==> src/include/ppp_pkg.sv <==
// Purpose: Shared types and constants for the PROM programming port host.
// Assumes: 40 MHz MCLK_I; one device on the programming pins.
// Notes:   Pulse, access and settle counts derive from the times below; VERIFY_CYC adds SYNC_CYC plus one fixed cycle.
//
// Functional notes
// Hold device reset low while programming supply sits at 5 V or 12.5 V.
// Program only addresses 0000h to 5fffh; final address is given explicitly.
// Select low and read strobe low at read supplies outputs the addressed byte.
// Read strobe high puts the device data lines in high impedance.
// On a shared bus only the chosen device gets its read strobe low.
// Select high means standby; device data lines float whatever the strobe.
// Select high, program strobe high, read strobe low latches page bytes.
// Latch, write, verify use 12.5 V and 6.5 V; read uses 5 V on both.
// Page write: select and read strobe high, 0.1 ms low pulse, retry up to 10.
// Byte write: select low, read strobe high, 0.1 ms low program pulse.
// Select low, program strobe high, read strobe low gives verify output.
// A device whose program strobe stays high is never written.
// Device drives data lines only in read and verify modes.
package ppp_pkg;

  // ---------------------------------------------------------------
  // Timing
  // ---------------------------------------------------------------
  localparam int CLK_NS       = 25;
  localparam int PULSE_NS     = 100000;  // Program pulse, 0.1 ms
  localparam int ACCESS_NS    = 200;     // Data valid after strobes
  localparam int SETTLE_NS    = 2000;    // Supply settling
  localparam int PULSE_CYC    = (PULSE_NS + CLK_NS - 1) / CLK_NS;
  localparam int ACCESS_CYC   = (ACCESS_NS + CLK_NS - 1) / CLK_NS;
  localparam int SETTLE_CYC   = (SETTLE_NS + CLK_NS - 1) / CLK_NS;
  localparam int SYNC_CYC     = 2;
  localparam int VERIFY_CYC   = ACCESS_CYC + SYNC_CYC + 1;

  // ---------------------------------------------------------------
  // Memory layout
  // ---------------------------------------------------------------
  localparam int          ADDR_W     = 15;
  localparam logic [14:0] LAST_ADDR  = 15'h5fff;
  localparam int          PAGE_BYTES = 4;
  localparam int          MAX_TRIES  = 10;

  typedef enum logic [1:0] {
    PPP_OP_READ = 2'h0,
    PPP_OP_BYTE = 2'h1,
    PPP_OP_PAGE = 2'h2
  } ppp_op_e;

  typedef struct packed {
    ppp_op_e     op;
    logic [14:0] addr;
    logic [31:0] data;   // Byte n of a page in bits 8n+7:8n
  } ppp_cmd_s;

  typedef enum logic [2:0] {
    PPP_IDLE   = 3'h0,
    PPP_SETUP  = 3'h1,
    PPP_LATCH  = 3'h2,
    PPP_PULSE  = 3'h3,
    PPP_VERIFY = 3'h4,
    PPP_DONE   = 3'h5
  } ppp_state_e;

endpackage : ppp_pkg

==> src/hw/ppp_host.sv <==
// Purpose: Drives the PROM programming pins for read, byte and page writes.
// Assumes: Device supplies switch from VPP_HI_O / VDD_HI_O level selects.
// Notes:   One command at a time; verify retries are automatic.
`timescale 1ns/1ps
`default_nettype none

module ppp_host
  import ppp_pkg::*;
#(
  parameter int TRIES = MAX_TRIES
) (
  input  wire logic        MCLK_I,
  input  wire logic        RST_B_I,
  input  wire logic        CMD_VALID_I,
  input  wire ppp_cmd_s    CMD_I,
  output logic             CMD_READY_O,
  output logic             DONE_O,
  output logic             FAIL_O,
  output logic [7:0]       RDATA_O,
  output logic             PROM_RST_B_O,
  output logic             VPP_HI_O,
  output logic             VDD_HI_O,
  output logic             CE_B_O,
  output logic             OE_B_O,
  output logic             PROGRAM_STROBE_N_O,
  output logic [14:0]      PROG_ADDR_LINES_O,
  input  wire logic [7:0]  PROG_DATA_LINES_I,
  output logic [7:0]       PROG_DATA_LINES_O,
  output logic             PROG_DATA_LINES_OE_O
);

  if (TRIES < 1 || TRIES > 15) begin : g_bad_tries
    $error("TRIES must lie in 1..15");
  end

  // ---------------------------------------------------------------
  // State
  // ---------------------------------------------------------------
  ppp_state_e  state_q, state_d;
  ppp_cmd_s    cmd_q, cmd_d;
  logic [1:0]  idx_q, idx_d;
  logic [3:0]  tries_q, tries_d;
  logic [15:0] cnt_q;
  logic        fail_d;
  logic [7:0]  sync1_q, sync2_q;
  logic [7:0]  expect_b;
  logic        bad_addr;
  logic        accept;

  assign accept   = (state_q == PPP_IDLE) && CMD_VALID_I;
  assign expect_b = cmd_q.data[{idx_q, 3'h0} +: 8];

  // Reject addresses past the last cell and unaligned or straddling pages
  always_comb begin
    bad_addr = CMD_I.addr > LAST_ADDR;
    if (CMD_I.op == PPP_OP_PAGE) begin
      bad_addr = (CMD_I.addr[1:0] != 2'h0) ||
                 (CMD_I.addr > (LAST_ADDR - 15'h0003));
    end
    // The fourth op code has no meaning; refuse it like a bad address
    if (!(CMD_I.op inside {PPP_OP_READ, PPP_OP_BYTE, PPP_OP_PAGE})) begin
      bad_addr = 1'b1;
    end
  end

  // Next-state logic; pins are registered from these next values
  always_comb begin
    state_d = state_q;
    cmd_d   = accept ? CMD_I : cmd_q;
    idx_d   = idx_q;
    tries_d = tries_q;
    fail_d  = 1'b0;
    unique case (state_q)
      PPP_IDLE: begin
        if (CMD_VALID_I) begin
          idx_d   = 2'h0;
          tries_d = 4'h0;
          if (bad_addr || CMD_I.op == 2'h3) begin
            state_d = PPP_DONE;
            fail_d  = 1'b1;
          end else begin
            state_d = PPP_SETUP;
          end
        end
      end
      PPP_SETUP: begin
        if (cnt_q == 16'(SETTLE_CYC - 1)) begin
          unique case (cmd_q.op)
            PPP_OP_READ: state_d = PPP_VERIFY;
            PPP_OP_BYTE: begin
              state_d = PPP_PULSE;
              tries_d = 4'h1;
            end
            default:     state_d = PPP_LATCH;
          endcase
        end
      end
      PPP_LATCH: begin
        if (cnt_q == 16'(ACCESS_CYC - 1)) begin
          if (idx_q == 2'(PAGE_BYTES - 1)) begin
            state_d = PPP_PULSE;
            idx_d   = 2'h0;
            tries_d = tries_q + 4'h1;
          end else begin
            idx_d = idx_q + 2'h1;
          end
        end
      end
      PPP_PULSE: begin
        if (cnt_q == 16'(PULSE_CYC - 1)) begin
          state_d = PPP_VERIFY;
        end
      end
      PPP_VERIFY: begin
        if (cnt_q == 16'(VERIFY_CYC - 1)) begin
          if (cmd_q.op == PPP_OP_READ) begin
            state_d = PPP_DONE;
          end else if (sync2_q == expect_b) begin
            if (cmd_q.op == PPP_OP_BYTE ||
                idx_q == 2'(PAGE_BYTES - 1)) begin
              state_d = PPP_DONE;
            end else begin
              idx_d = idx_q + 2'h1;
            end
          end else if (tries_q < 4'(TRIES)) begin
            idx_d   = 2'h0;
            state_d = (cmd_q.op == PPP_OP_BYTE) ? PPP_PULSE : PPP_LATCH;
            if (cmd_q.op == PPP_OP_BYTE) begin
              tries_d = tries_q + 4'h1;
            end
          end else begin
            state_d = PPP_DONE;
            fail_d  = 1'b1;
          end
        end
      end
      PPP_DONE: state_d = PPP_IDLE;
      default:  state_d = PPP_IDLE;
    endcase
  end

  // Sequencer registers
  always_ff @(posedge MCLK_I or negedge RST_B_I) begin
    if (!RST_B_I) begin
      state_q <= PPP_IDLE;
      cmd_q   <= '0;
      idx_q   <= 2'h0;
      tries_q <= 4'h0;
    end else begin
      state_q <= state_d;
      cmd_q   <= cmd_d;
      idx_q   <= idx_d;
      tries_q <= tries_d;
    end
  end

  // Dwell counter restarts on every step so each byte gets full time
  always_ff @(posedge MCLK_I or negedge RST_B_I) begin
    if (!RST_B_I) begin
      cnt_q <= 16'h0000;
    end else if (state_d != state_q || idx_d != idx_q) begin
      cnt_q <= 16'h0000;
    end else begin
      cnt_q <= cnt_q + 16'h0001;
    end
  end

  // Data lines come from another chip; two flops before any compare
  always_ff @(posedge MCLK_I or negedge RST_B_I) begin
    if (!RST_B_I) begin
      sync1_q <= 8'h00;
      sync2_q <= 8'h00;
    end else begin
      sync1_q <= PROG_DATA_LINES_I;
      sync2_q <= sync1_q;
    end
  end

  // ---------------------------------------------------------------
  // Pin drive, decoded from next state so pins come from flops
  // ---------------------------------------------------------------
  always_ff @(posedge MCLK_I or negedge RST_B_I) begin
    if (!RST_B_I) begin
      PROM_RST_B_O         <= 1'b0;
      VPP_HI_O             <= 1'b0;
      VDD_HI_O             <= 1'b0;
      CE_B_O               <= 1'b1;
      OE_B_O               <= 1'b1;
      PROGRAM_STROBE_N_O   <= 1'b1;
      PROG_ADDR_LINES_O    <= 15'h0000;
      PROG_DATA_LINES_O    <= 8'h00;
      PROG_DATA_LINES_OE_O <= 1'b0;
    end else begin
      PROM_RST_B_O <= 1'b0;
      // Read stays at 5 V; every write path runs at high supplies
      VPP_HI_O <= (state_d != PPP_IDLE) && (state_d != PPP_DONE) &&
                  (cmd_d.op != PPP_OP_READ);
      VDD_HI_O <= (state_d != PPP_IDLE) && (state_d != PPP_DONE) &&
                  (cmd_d.op != PPP_OP_READ);
      PROG_ADDR_LINES_O <= cmd_d.addr + {13'h0000, idx_d};
      PROG_DATA_LINES_O <= cmd_d.data[{idx_d, 3'h0} +: 8];
      CE_B_O               <= 1'b1;
      OE_B_O               <= 1'b1;
      PROGRAM_STROBE_N_O   <= 1'b1;
      PROG_DATA_LINES_OE_O <= 1'b0;
      unique case (state_d)
        PPP_LATCH: begin
          OE_B_O               <= 1'b0;
          PROG_DATA_LINES_OE_O <= 1'b1;
        end
        PPP_PULSE: begin
          PROGRAM_STROBE_N_O <= 1'b0;
          if (cmd_d.op == PPP_OP_BYTE) begin
            CE_B_O               <= 1'b0;
            PROG_DATA_LINES_OE_O <= 1'b1;
          end
        end
        PPP_VERIFY: begin
          // Released bus so the device can answer without contention
          CE_B_O <= 1'b0;
          OE_B_O <= 1'b0;
        end
        default: ;
      endcase
    end
  end

  // Command handshake and result
  always_ff @(posedge MCLK_I or negedge RST_B_I) begin
    if (!RST_B_I) begin
      CMD_READY_O <= 1'b0;
      DONE_O      <= 1'b0;
      FAIL_O      <= 1'b0;
      RDATA_O     <= 8'h00;
    end else begin
      CMD_READY_O <= (state_d == PPP_IDLE);
      DONE_O      <= (state_d == PPP_DONE);
      if (state_d == PPP_DONE && state_q != PPP_DONE) begin
        FAIL_O <= fail_d;
      end
      if (state_q == PPP_VERIFY && state_d == PPP_DONE) begin
        RDATA_O <= sync2_q;
      end
    end
  end

  // ---------------------------------------------------------------
  // Checks
  // ---------------------------------------------------------------
  logic [15:0] low_cnt_q;
  always_ff @(posedge MCLK_I or negedge RST_B_I) begin
    if (!RST_B_I) begin
      low_cnt_q <= 16'h0000;
    end else if (!PROGRAM_STROBE_N_O) begin
      low_cnt_q <= low_cnt_q + 16'h0001;
    end else begin
      low_cnt_q <= 16'h0000;
    end
  end
endmodule : ppp_host

`default_nettype wire

==> config.mk <==
export PLATFORM = sky130hd
export DESIGN_NAME = ppp_host
export DESIGN_NICKNAME = d
export VERILOG_FILES = /design/src/include/ppp_pkg.sv /design/src/hw/ppp_host.sv
export SDC_FILE = /design/constraint.sdc
export NUM_CORES = 1
export LEC_CHECK = 0
export ABC_AREA = 1
export BUFFER_PORTS_ARGS = -buffer_cell sky130_fd_sc_hd__buf_2
export CORE_MARGIN = 1.5
export CORE_UTILIZATION = 59
export CTS_BUF_LIST = sky130_fd_sc_hd__clkbuf_8
export CTS_CLUSTER_DIAMETER = 60
export DETAILED_ROUTE_END_ITERATION = 10
export MAX_ROUTING_LAYER = met4
export PLACE_DENSITY = 0.86
export SYNTH_ARGS = -nofsm -noshare
export SYNTH_HDL_FRONTEND = slang
export SYNTH_SLANG_ARGS = --single-unit
export TNS_END_PERCENT = 100
==> constraint.sdc <==
create_clock -name MCLK_I -period 3.9 [get_ports MCLK_I]
set_clock_uncertainty 0.2 [all_clocks]
set_input_delay 0.39 -clock MCLK_I [delete_from_list [all_inputs] [get_ports MCLK_I]]
set_output_delay 0.39 -clock MCLK_I [all_outputs]
set_load 0.01 [all_outputs]
==> results of run 1 <==
repair_timing:
action	in CTS	in global routing
buffers inserted	0	0
hold buffers	27	0
setup endpoints to repair	0	5
endpoints found under the hold margin	77	0
resized for setup	0	9
layout make-up:
type,instances,area [sq um],share of cell area (%)
Sequential cell,129,3230,42.3
Multi-Input combinational cell,518,2690,35.2
Timing Repair Buffer,133,833,10.9
Inverter,86,328,4.29
Clock buffer,19,262,3.42
Tap cell,136,170,2.23
Clock inverter,13,125,1.64
stage by stage:
stage / cells / hold slack (ns) / setup WS (ns) / utilization, % / instance area, sq um
2_1_floorplan: 755 / -0.106 / 0.605 / - / 6360
3_5_place_dp: 975 / 0.136 / 0.0606 / 67.1 / 6960
4_1_cts: 1034 / 0.000877 / 0.0455 / 73.4 / 7620
5_1_grt: 1034 / 0.0251 / -0.0152 / 73.7 / 7640
3_3_place_gp: 975 / 0.133 / 0.372 / 67.1 / 6960
6_report: 1034 / 0.0150 / 0.319 / 73.7 / 7640
logic make-up (layout without fill, tap and decap cells):
| kind of cell | Yosys count | in the layout | synth area share (%) |
|---|---|---|---|
| XOR/XNOR | 28 | 28 | 3.86 |
| buffers and inverters | 108 | 251 | 7.18 |
| flip-flops | 129 | 129 | 50.8 |
| multiplexers | 2 | 2 | 0.315 |
| adder cells (fa/ha/maj) | 7 | 7 | 1.50 |
| other | 1 | 1 | 0.0590 |
| AO/OA/AOI/OAI | 69 | 69 | 6.16 |
| AND/OR/NAND/NOR | 411 | 411 | 30.1 |
sequential cells by signal, summed over array words and instances, names as in the netlist, 2 cells and up:
| signal | flops |
|---|---|
| tries_q | 4 |
| cmd_q | 49 |
| sync2_q | 8 |
| cnt_q | 16 |
| PROG_DATA_LINES_O | 8 |
| state_q | 3 |
| RDATA_O | 8 |
| PROG_ADDR_LINES_O | 15 |
| idx_q | 2 |
| sync1_q | 8 |
report_power, final:
part / total, mW / switching, mW / internal, mW
logic: 1.93 / 1.24 / 0.692
clock network: 1.11 / 0.564 / 0.546
registers: 2.05 / 0.247 / 1.80
synth_stat cells, types with 6 or more instances:
library cell,count,area (sq um)
xor2_1,21,184
nand2_1,217,815
o21a_1,7,52.6
nor2_1,53,199
ha_1,6,75.1
nand4_1,15,93.8
buf_2,8,40.0
nand3_1,53,265
or2_2,30,188
nand2_2,6,37.5
xnor2_1,7,61.3
nor3_1,11,55.1
nor3_2,12,120
dfrtp_1,126,3150
a21oi_1,6,30.0
o21ai_0,43,215
inv_1,83,312
clkbuf_1,6,22.5
layer usage:
| metal | part of all wire (%) | track usage (%) |
|---|---|---|
| met4 | 2.1 | 12.4 |
| met1 | 43 | 38.0 |
| met2 | 48 | 47.0 |
| met5 | 0 | - |
| met3 | 6.1 | 5.96 |
worst reg2reg max path: stages (launching register included):
cell,delay [ns]
dfrtp_1,0.41
buf_4,0.22
ha_1,0.25
nor2_1,0.28
nor2_1,0.07
a21oi_1,0.12
nand3_1,0.09
nand3_1,0.10
nand2_1,0.05
nand2_1,0.09
nand3_4,0.13
ha_1,0.32
a21oi_1,0.07
inv_1,0.06
nand2_1,0.11
nor3_4,0.19
nand3_2,0.13
nor2_2,0.16
nand3_1,0.15
nor3_2,0.16
xor2_1,0.16
path summary, 6_finish.rpt:
| kind | from | to | depth (start not counted) | slack, ns |
|---|---|---|---|---|
| hold / removal | CMD_I[15] | cmd_q[15]$_DFF_PN0_ | 3 | 0.02 |
| min in group asynchronous | RST_B_I | cnt_q[8]$_DFF_PN0_ | 2 | 0.30 |
| hold reg to reg | sync1_q[0]$_DFF_PN0_ | sync2_q[0]$_DFF_PN0_ | 0 | 0.15 |
| setup / recovery | idx_q[0]$_DFF_PN0_ | PROG_ADDR_LINES_O[13]$_DFF_PN0_ | 20 | 0.32 |
| max in group asynchronous | RST_B_I | idx_q[1]$_DFF_PN0_ | 3 | 2.36 |
| setup reg to reg | idx_q[0]$_DFF_PN0_ | PROG_ADDR_LINES_O[13]$_DFF_PN0_ | 20 | 0.32 |
==> metrics.yaml, run 1 <==
grt:
  grt_pass1_wl_microns: 25500
  antenna_found_initial: 0
  grt_pass1_vias: 5334
  overflow: 0
  grt.total_usage_pct: 29.8
  grt_max_degree: 79
synthesis:
  ys_types: 45
  synth.cell_area_sq_um: 6360
  syn_nets: 822
  ys_async_sr_fraction_pct: 100
  yosys_warnings: 0
  postSynthAreaPerCell_sq_um: 8.42
  ys_seq_area_share_pct: 50.8
  synth_edf_count: 0
  netlist_instances: 755
  ys_ff_latch: 129
  synth_ff_type: "dfrtp_1"
critical_path:
  cpPeakStageDelay_ns: 0.41
  worstPathCellList: "buf_4 -> ha_1 -> nor2_1 -> nor2_1 -> a21oi_1 -> nand3_1 -> nand3_1 -> nand2_1 -> nand2_1 -> nand3_4 -> ha_1 -> a21oi_1 -> inv_1 -> nand2_1 -> nor3_4 -> nand3_2 -> nor2_2 -> nand3_1 -> nor3_2 -> xor2_1"
  required_ns: 4.08
  cp-start-kind: "flop"
  critical-path-top-delay-family: "simple AND/OR/NAND/NOR gates"
  cp_slowest_cell: "dfrtp_1"
  critical_path_class: "reg -> reg"
  crit_buf_inv: 2
  critPathMaxFanout: 22
  endpoint_kind: "flop"
  cp.arrival_ns: 3.76
detailed_routing:
  routed-via-count: 5530
  wl_microns: 15700
  via_per_inst: 5.35
  dr.pass1.iters: 6
  wl_per_cell_microns: 15.2
  drt_iter0_drc: 468
  postRouteAntennaNets: 0
  route.detailed.drc: 0
timing:
  slew_viol_final: 0
  fmax_ghz: 0.279
  fin_crit_ns: 3.58
  finalSetupViolations: 0
  hold_violations: 0
  finalSetupTns_ns: 0
  worst_pin_slew_ns: 0.660
  finalCritPeriodShare_pct: 91.8
  max-slew-margin-rel_pct: 56.0
clock_tree:
  clkTransAtPathRegs_ns: 0.08
  clk_path_buf_depth: 2
  cts_tree: "yes"
  clk_latency_ns: 0.45
  cts.sinks: 129
  htreeDepth: 4
  clockRootBuffer: "clkbuf_8"
  cts_made_buffers: 17
floorplanning:
  start_util_pct: 61.3
  die_area_sq_um: 11400
  die_height_microns: 107
  core.rowCount: 37
  die_w_microns: 107
  fp.coreArea_sq_um: 10400
  pin_count: 101
cells_and_area:
  layout-drive-gt1-share_pct: 23.3
  most-common-layout-cells: "nand2_1, dfrtp_1, buf_2, inv_1"
  antenna_cells: 0
  nNetsFinal: 952
  layout_commonest_cell: "nand2_1"
  syn_to_final_growth_pct: 20.2
  n_fill_cell: 749
outcome:
  outcome: "finished clean"
placement:
  dpl.hpwl_microns: 10400
  place_congestion: 0.928
  io_buffers: 99
power_and_ir_drop:
  p_total_mw: 5.09
  power_per_cell_area_nw_per_um2: 666
  peakVddDrop_uv: 483
  p_leak_nw: 3.79
worst_hold_path:
  hold_class: "in -> reg"
job:
  drv_cap: 0
Power figures use the tool's default switching activity.
==> run 2, diff against run 1 <==
==> config.mk (replaced) <==
export PLATFORM = sky130hd
export DESIGN_NAME = ppp_host
export DESIGN_NICKNAME = d
export VERILOG_FILES = /design/src/include/ppp_pkg.sv /design/src/hw/ppp_host.sv
export SDC_FILE = /design/constraint.sdc
export NUM_CORES = 1
export LEC_CHECK = 0
export CORE_MARGIN = 1.5
export CORE_UTILIZATION = 65
export CTS_BUF_LIST = sky130_fd_sc_hd__clkbuf_8
export CTS_CLUSTER_DIAMETER = 60
export DETAILED_ROUTE_END_ITERATION = 10
export DONT_BUFFER_PORTS = 1
export MAX_ROUTING_LAYER = met4
export PLACE_DENSITY = 0.78
export SYNTH_ARGS = -nofsm -noshare
export SYNTH_HDL_FRONTEND = slang
export SYNTH_SLANG_ARGS = --single-unit
export TNS_END_PERCENT = 100
==> run 2 against run 1 <==
Effect of this change:
- die area shrank 13%
- clock power is essentially flat
- via count shrank 24%
==> metrics.yaml, run 2 <==
outcome:
  outcome: "finished clean"  # unchanged
synthesis:
  ys_types: 65  # was 45
  synth_edf_count: 0  # unchanged
  yosysMostFrequentCell: "dfrtp_1"  # was nand2_1
  yosys_warnings: 0  # unchanged
  ys_async_sr_fraction_pct: 100  # unchanged
  ys_ff_latch: 129  # unchanged
  synth.top_cells.by_count: "dfrtp_1, mux2_2, nor2_1, xnor2_1, nand2_1"  # was nand2_1, dfrtp_1, inv_1, nand3_1, nor2_1
  synth_ff_type: "dfrtp_1"  # unchanged
  synth_top_area_share_pct: 52.2  # was 49.6%
  postSynthAreaPerCell_sq_um: 12.3  # was 8.42 sq um
  netlist_instances: 491  # was 755
  ys_seq_area_share_pct: 53.5  # was 50.8%
  syn_nets: 558  # was 822
  synthTopCellsByArea: "dfrtp_1, mux2_2, xnor2_1"  # was dfrtp_1, nand2_1, inv_1
  synth.cell_area_sq_um: 6050  # was 6360 sq um
  yosys.area.top_type: "dfrtp_1"  # unchanged
power_and_ir_drop:
  seq_power_share_pct: 52.2  # was 40.3%
  p_clk_share_pct: 41.5  # was 21.8%
  power_per_cell_area_nw_per_um2: 379  # was 666 nW/um^2
  power.internal_mw: 2.03  # was 3.04 mW
  p_leak_nw: 3.27  # was 3.79 nW
  peakVddDrop_uv: 362  # was 483 uV
  swShare_pct: 25.7  # was 40.3%
  netSwitchingPower_mw: 0.701  # was 2.05 mW
  combPwrFrac_pct: 6.3  # was 38.0%
cells_and_area:
  largest_register_ffs: 49  # unchanged
  most-common-layout-cells: "dfrtp_1, dlygate4sd3_1, mux2_2, nor2_1, xnor2_1"  # was nand2_1, dfrtp_1, buf_2, inv_1
  fin_util_pct: 78.9  # was 73.7%
  layout-drive-gt1-share_pct: 21.9  # was 23.3%
  nNetsFinal: 626  # was 952
  top_register: "cmd_q"  # unchanged
  layout_commonest_cell: "dfrtp_1"  # was nand2_1
  antenna_cells: 0  # unchanged
  top_regs: "cmd_q (49), cnt_q (16), PROG_ADDR_LINES_O (15)"  # unchanged
  syn_to_final_growth_pct: 18.9  # was 20.2%
floorplanning:
  start_util_pct: 66.4  # was 61.3%
  fp.coreArea_sq_um: 9110  # was 10,400 sq um
  die_height_microns: 99.4  # was 107 microns
  die_area_sq_um: 9890  # was 11,400 sq um
  pin_count: 101  # unchanged
  die_w_microns: 99.4  # was 107 microns
  core.rowCount: 35  # was 37
timing:
  worst_pin_slew_ns: 0.622  # was 0.660 ns
  hold_violations: 0  # unchanged
  fin_crit_ns: 3.77  # was 3.58 ns
  fmax_ghz: 0.265  # was 0.279 GHz
  slew_viol_final: 0  # unchanged
  finalCritPeriodShare_pct: 96.6  # was 91.8%
  finalSetupViolations: 0  # unchanged
  max-slew-margin-rel_pct: 58.5  # was 56.0%
  finalSetupTns_ns: 0  # unchanged
  whs_ns: 0.0251  # was 0.0150 ns
critical_path:
  cp-start-kind: "flop"  # unchanged
  critical_path_class: "reg -> reg"  # unchanged
  critical-path-top-delay-family: "simple AND/OR/NAND/NOR gates"  # unchanged
  worstPathCellList: "buf_4 -> mux4_2 -> xnor2_2 -> nand4_2 -> or3b_4 -> a21boi_2 -> o41ai_4 -> ha_1 -> fa_1 -> nand2_2 -> nor2_1 -> xnor2_1"  # was buf_4 -> ha_1 -> nor2_1 -> nor2_1 -> a21oi_1 -> nand3_1 -> nand3_1 -> nand2_1 -> nand2_1 -> nand3_4 -> ha_1 -> a21oi_1 -> inv_1 -> nand2_1 -> nor3_4 -> nand3_2 -> nor2_2 -> nand3_1 -> nor3_2 -> xor2_1
  critPathMaxFanout: 7  # was 22
  endpoint_kind: "flop"  # unchanged
  crit_buf_inv: 1  # was 2
  reg2reg_depth: 12  # was 20
  required_ns: 4.00  # was 4.08 ns
  cpPeakStageDelay_ns: 0.54  # was 0.41 ns
  path_depth: 12  # was 20
  cp_slowest_cell: "mux4_2"  # was dfrtp_1
  cp.arrival_ns: 3.87  # was 3.76 ns
detailed_routing:
  route.detailed.drc: 0  # unchanged
  routed-via-count: 4212  # was 5,530
  via_per_inst: 6.17  # was 5.35
  dr.pass1.iters: 5  # was 6
  wl_microns: 14300  # was 15,700 microns
  postRouteAntennaNets: 0  # unchanged
  drt_iter0_drc: 301  # was 468
  wl_per_cell_microns: 21.0  # was 15.2 microns
job:
  drv_cap: 0  # unchanged
grt:
  grt.total_usage_pct: 31.9  # was 29.8%
  overflow: 0  # unchanged
  grt_max_degree: 130  # was 79
  antenna_found_initial: 0  # unchanged
  grt_pass1_wl_microns: 22800  # was 25,500 microns
  grt_pass1_vias: 4378  # was 5,334
clock_tree:
  cts.sinks: 129  # unchanged
  clkTransAtPathRegs_ns: 0.08  # about the same
  clockRootBuffer: "clkbuf_8"  # unchanged
  cts_made_buffers: 17  # unchanged
  cts_tree: "yes"  # unchanged
  htreeDepth: 4  # unchanged
  clk_path_buf_depth: 2  # unchanged
  clk_latency_ns: 0.44  # was 0.45 ns
placement:
  place_congestion: 0.929  # was 0.928
  dpl.hpwl_microns: 8580  # was 10,400 microns
  io_buffers: 0  # was 99
worst_hold_path:
  whs_path_depth: 2  # was 3
  hold_class: "in -> reg"  # unchanged
-- run 2: cell count changes after synthesis, moves of 8 or more --
cell,change
nand2_1,-193
inv_1,-67
mux2_2,+48
nand3_1,-36
o21ai_0,-32
or2_2,-25
xnor2_1,+18
mux2i_1,+16
nand4_1,-13
nor3_2,-12
xor2_1,-10
nor2_1,-8
-- run 2: metrics by stage --
stage                     area [sq um]  total power [mW]  cells  setup slack (ns)
after floorplan                   6050              1.51    491             0.210
after global placement            6170              1.53    591             0.266
after detailed placement          6170              1.54    591             0.137
after CTS                         7150              2.72    681             0.110
after global routing              7190              2.83    683           -0.0155
final                             7190              2.73    683             0.131
-- run 2: layout make-up --
| cell class | instances | area [sq um] |
|---|---|---|
| Inverter | 16 | 60.1 |
| Fill cell | 533 | 1920 |
| Timing Repair Buffer | 71 | 708 |
| Sequential cell | 129 | 3230 |
| Tap cell | 111 | 139 |
| Clock inverter | 13 | 129 |
| Multi-Input combinational cell | 324 | 2660 |
| Clock buffer | 19 | 262 |
-- run 2: kinds of logic after synthesis --
family          share of synthesized area (%)
fa+ha+maj                                1.57
mux                                      17.1
simple gates                             13.4
flops                                    53.5
buf+inv                                  2.98
other cells                            0.0620
xor+xnor                                 5.22
compound gates                           6.15
-- run 2: final timing paths --
kind,from,endpoint,slack [ns]
max,idx_q[0]$_DFF_PN0_,PROG_ADDR_LINES_O[4]$_DFF_PN0_,0.13
min,CMD_I[40],cmd_q[40]$_DFF_PN0_,0.03
max reg2reg,idx_q[0]$_DFF_PN0_,PROG_ADDR_LINES_O[4]$_DFF_PN0_,0.13
min reg2reg,sync1_q[6]$_DFF_PN0_,sync2_q[6]$_DFF_PN0_,0.15
max in group asynchronous,RST_B_I,idx_q[1]$_DFF_PN0_,2.55
min in group asynchronous,RST_B_I,cmd_q[27]$_DFF_PN0_,0.42
-- run 2: power by group through the flow --
stage,sequential [mW],combinational (mW),clock (mW)
final,1.42,0.172,1.13
after global routing,1.43,0.188,1.21
after CTS,1.42,0.166,1.13
after detailed placement,1.45,0.0894,0
after global placement,1.45,0.0845,0
after floorplan,1.43,0.0771,0
-- run 2: what timing repair did --
action	in CTS	in global routing
setup buffers	0	2
resized for setup	0	6
setup endpoints to repair	0	11
hold endpoints to repair	187	0
hold buffers	58	0
-- run 2: routing by layer --
metal	track usage [%]	vias to the layer above	wire length, microns
met2	51.1	181	7360
li1	-	1885	-
met3	8.15	31	848
met1	39.8	2115	5770
met4	11.5	0	333
met5	-	-	0
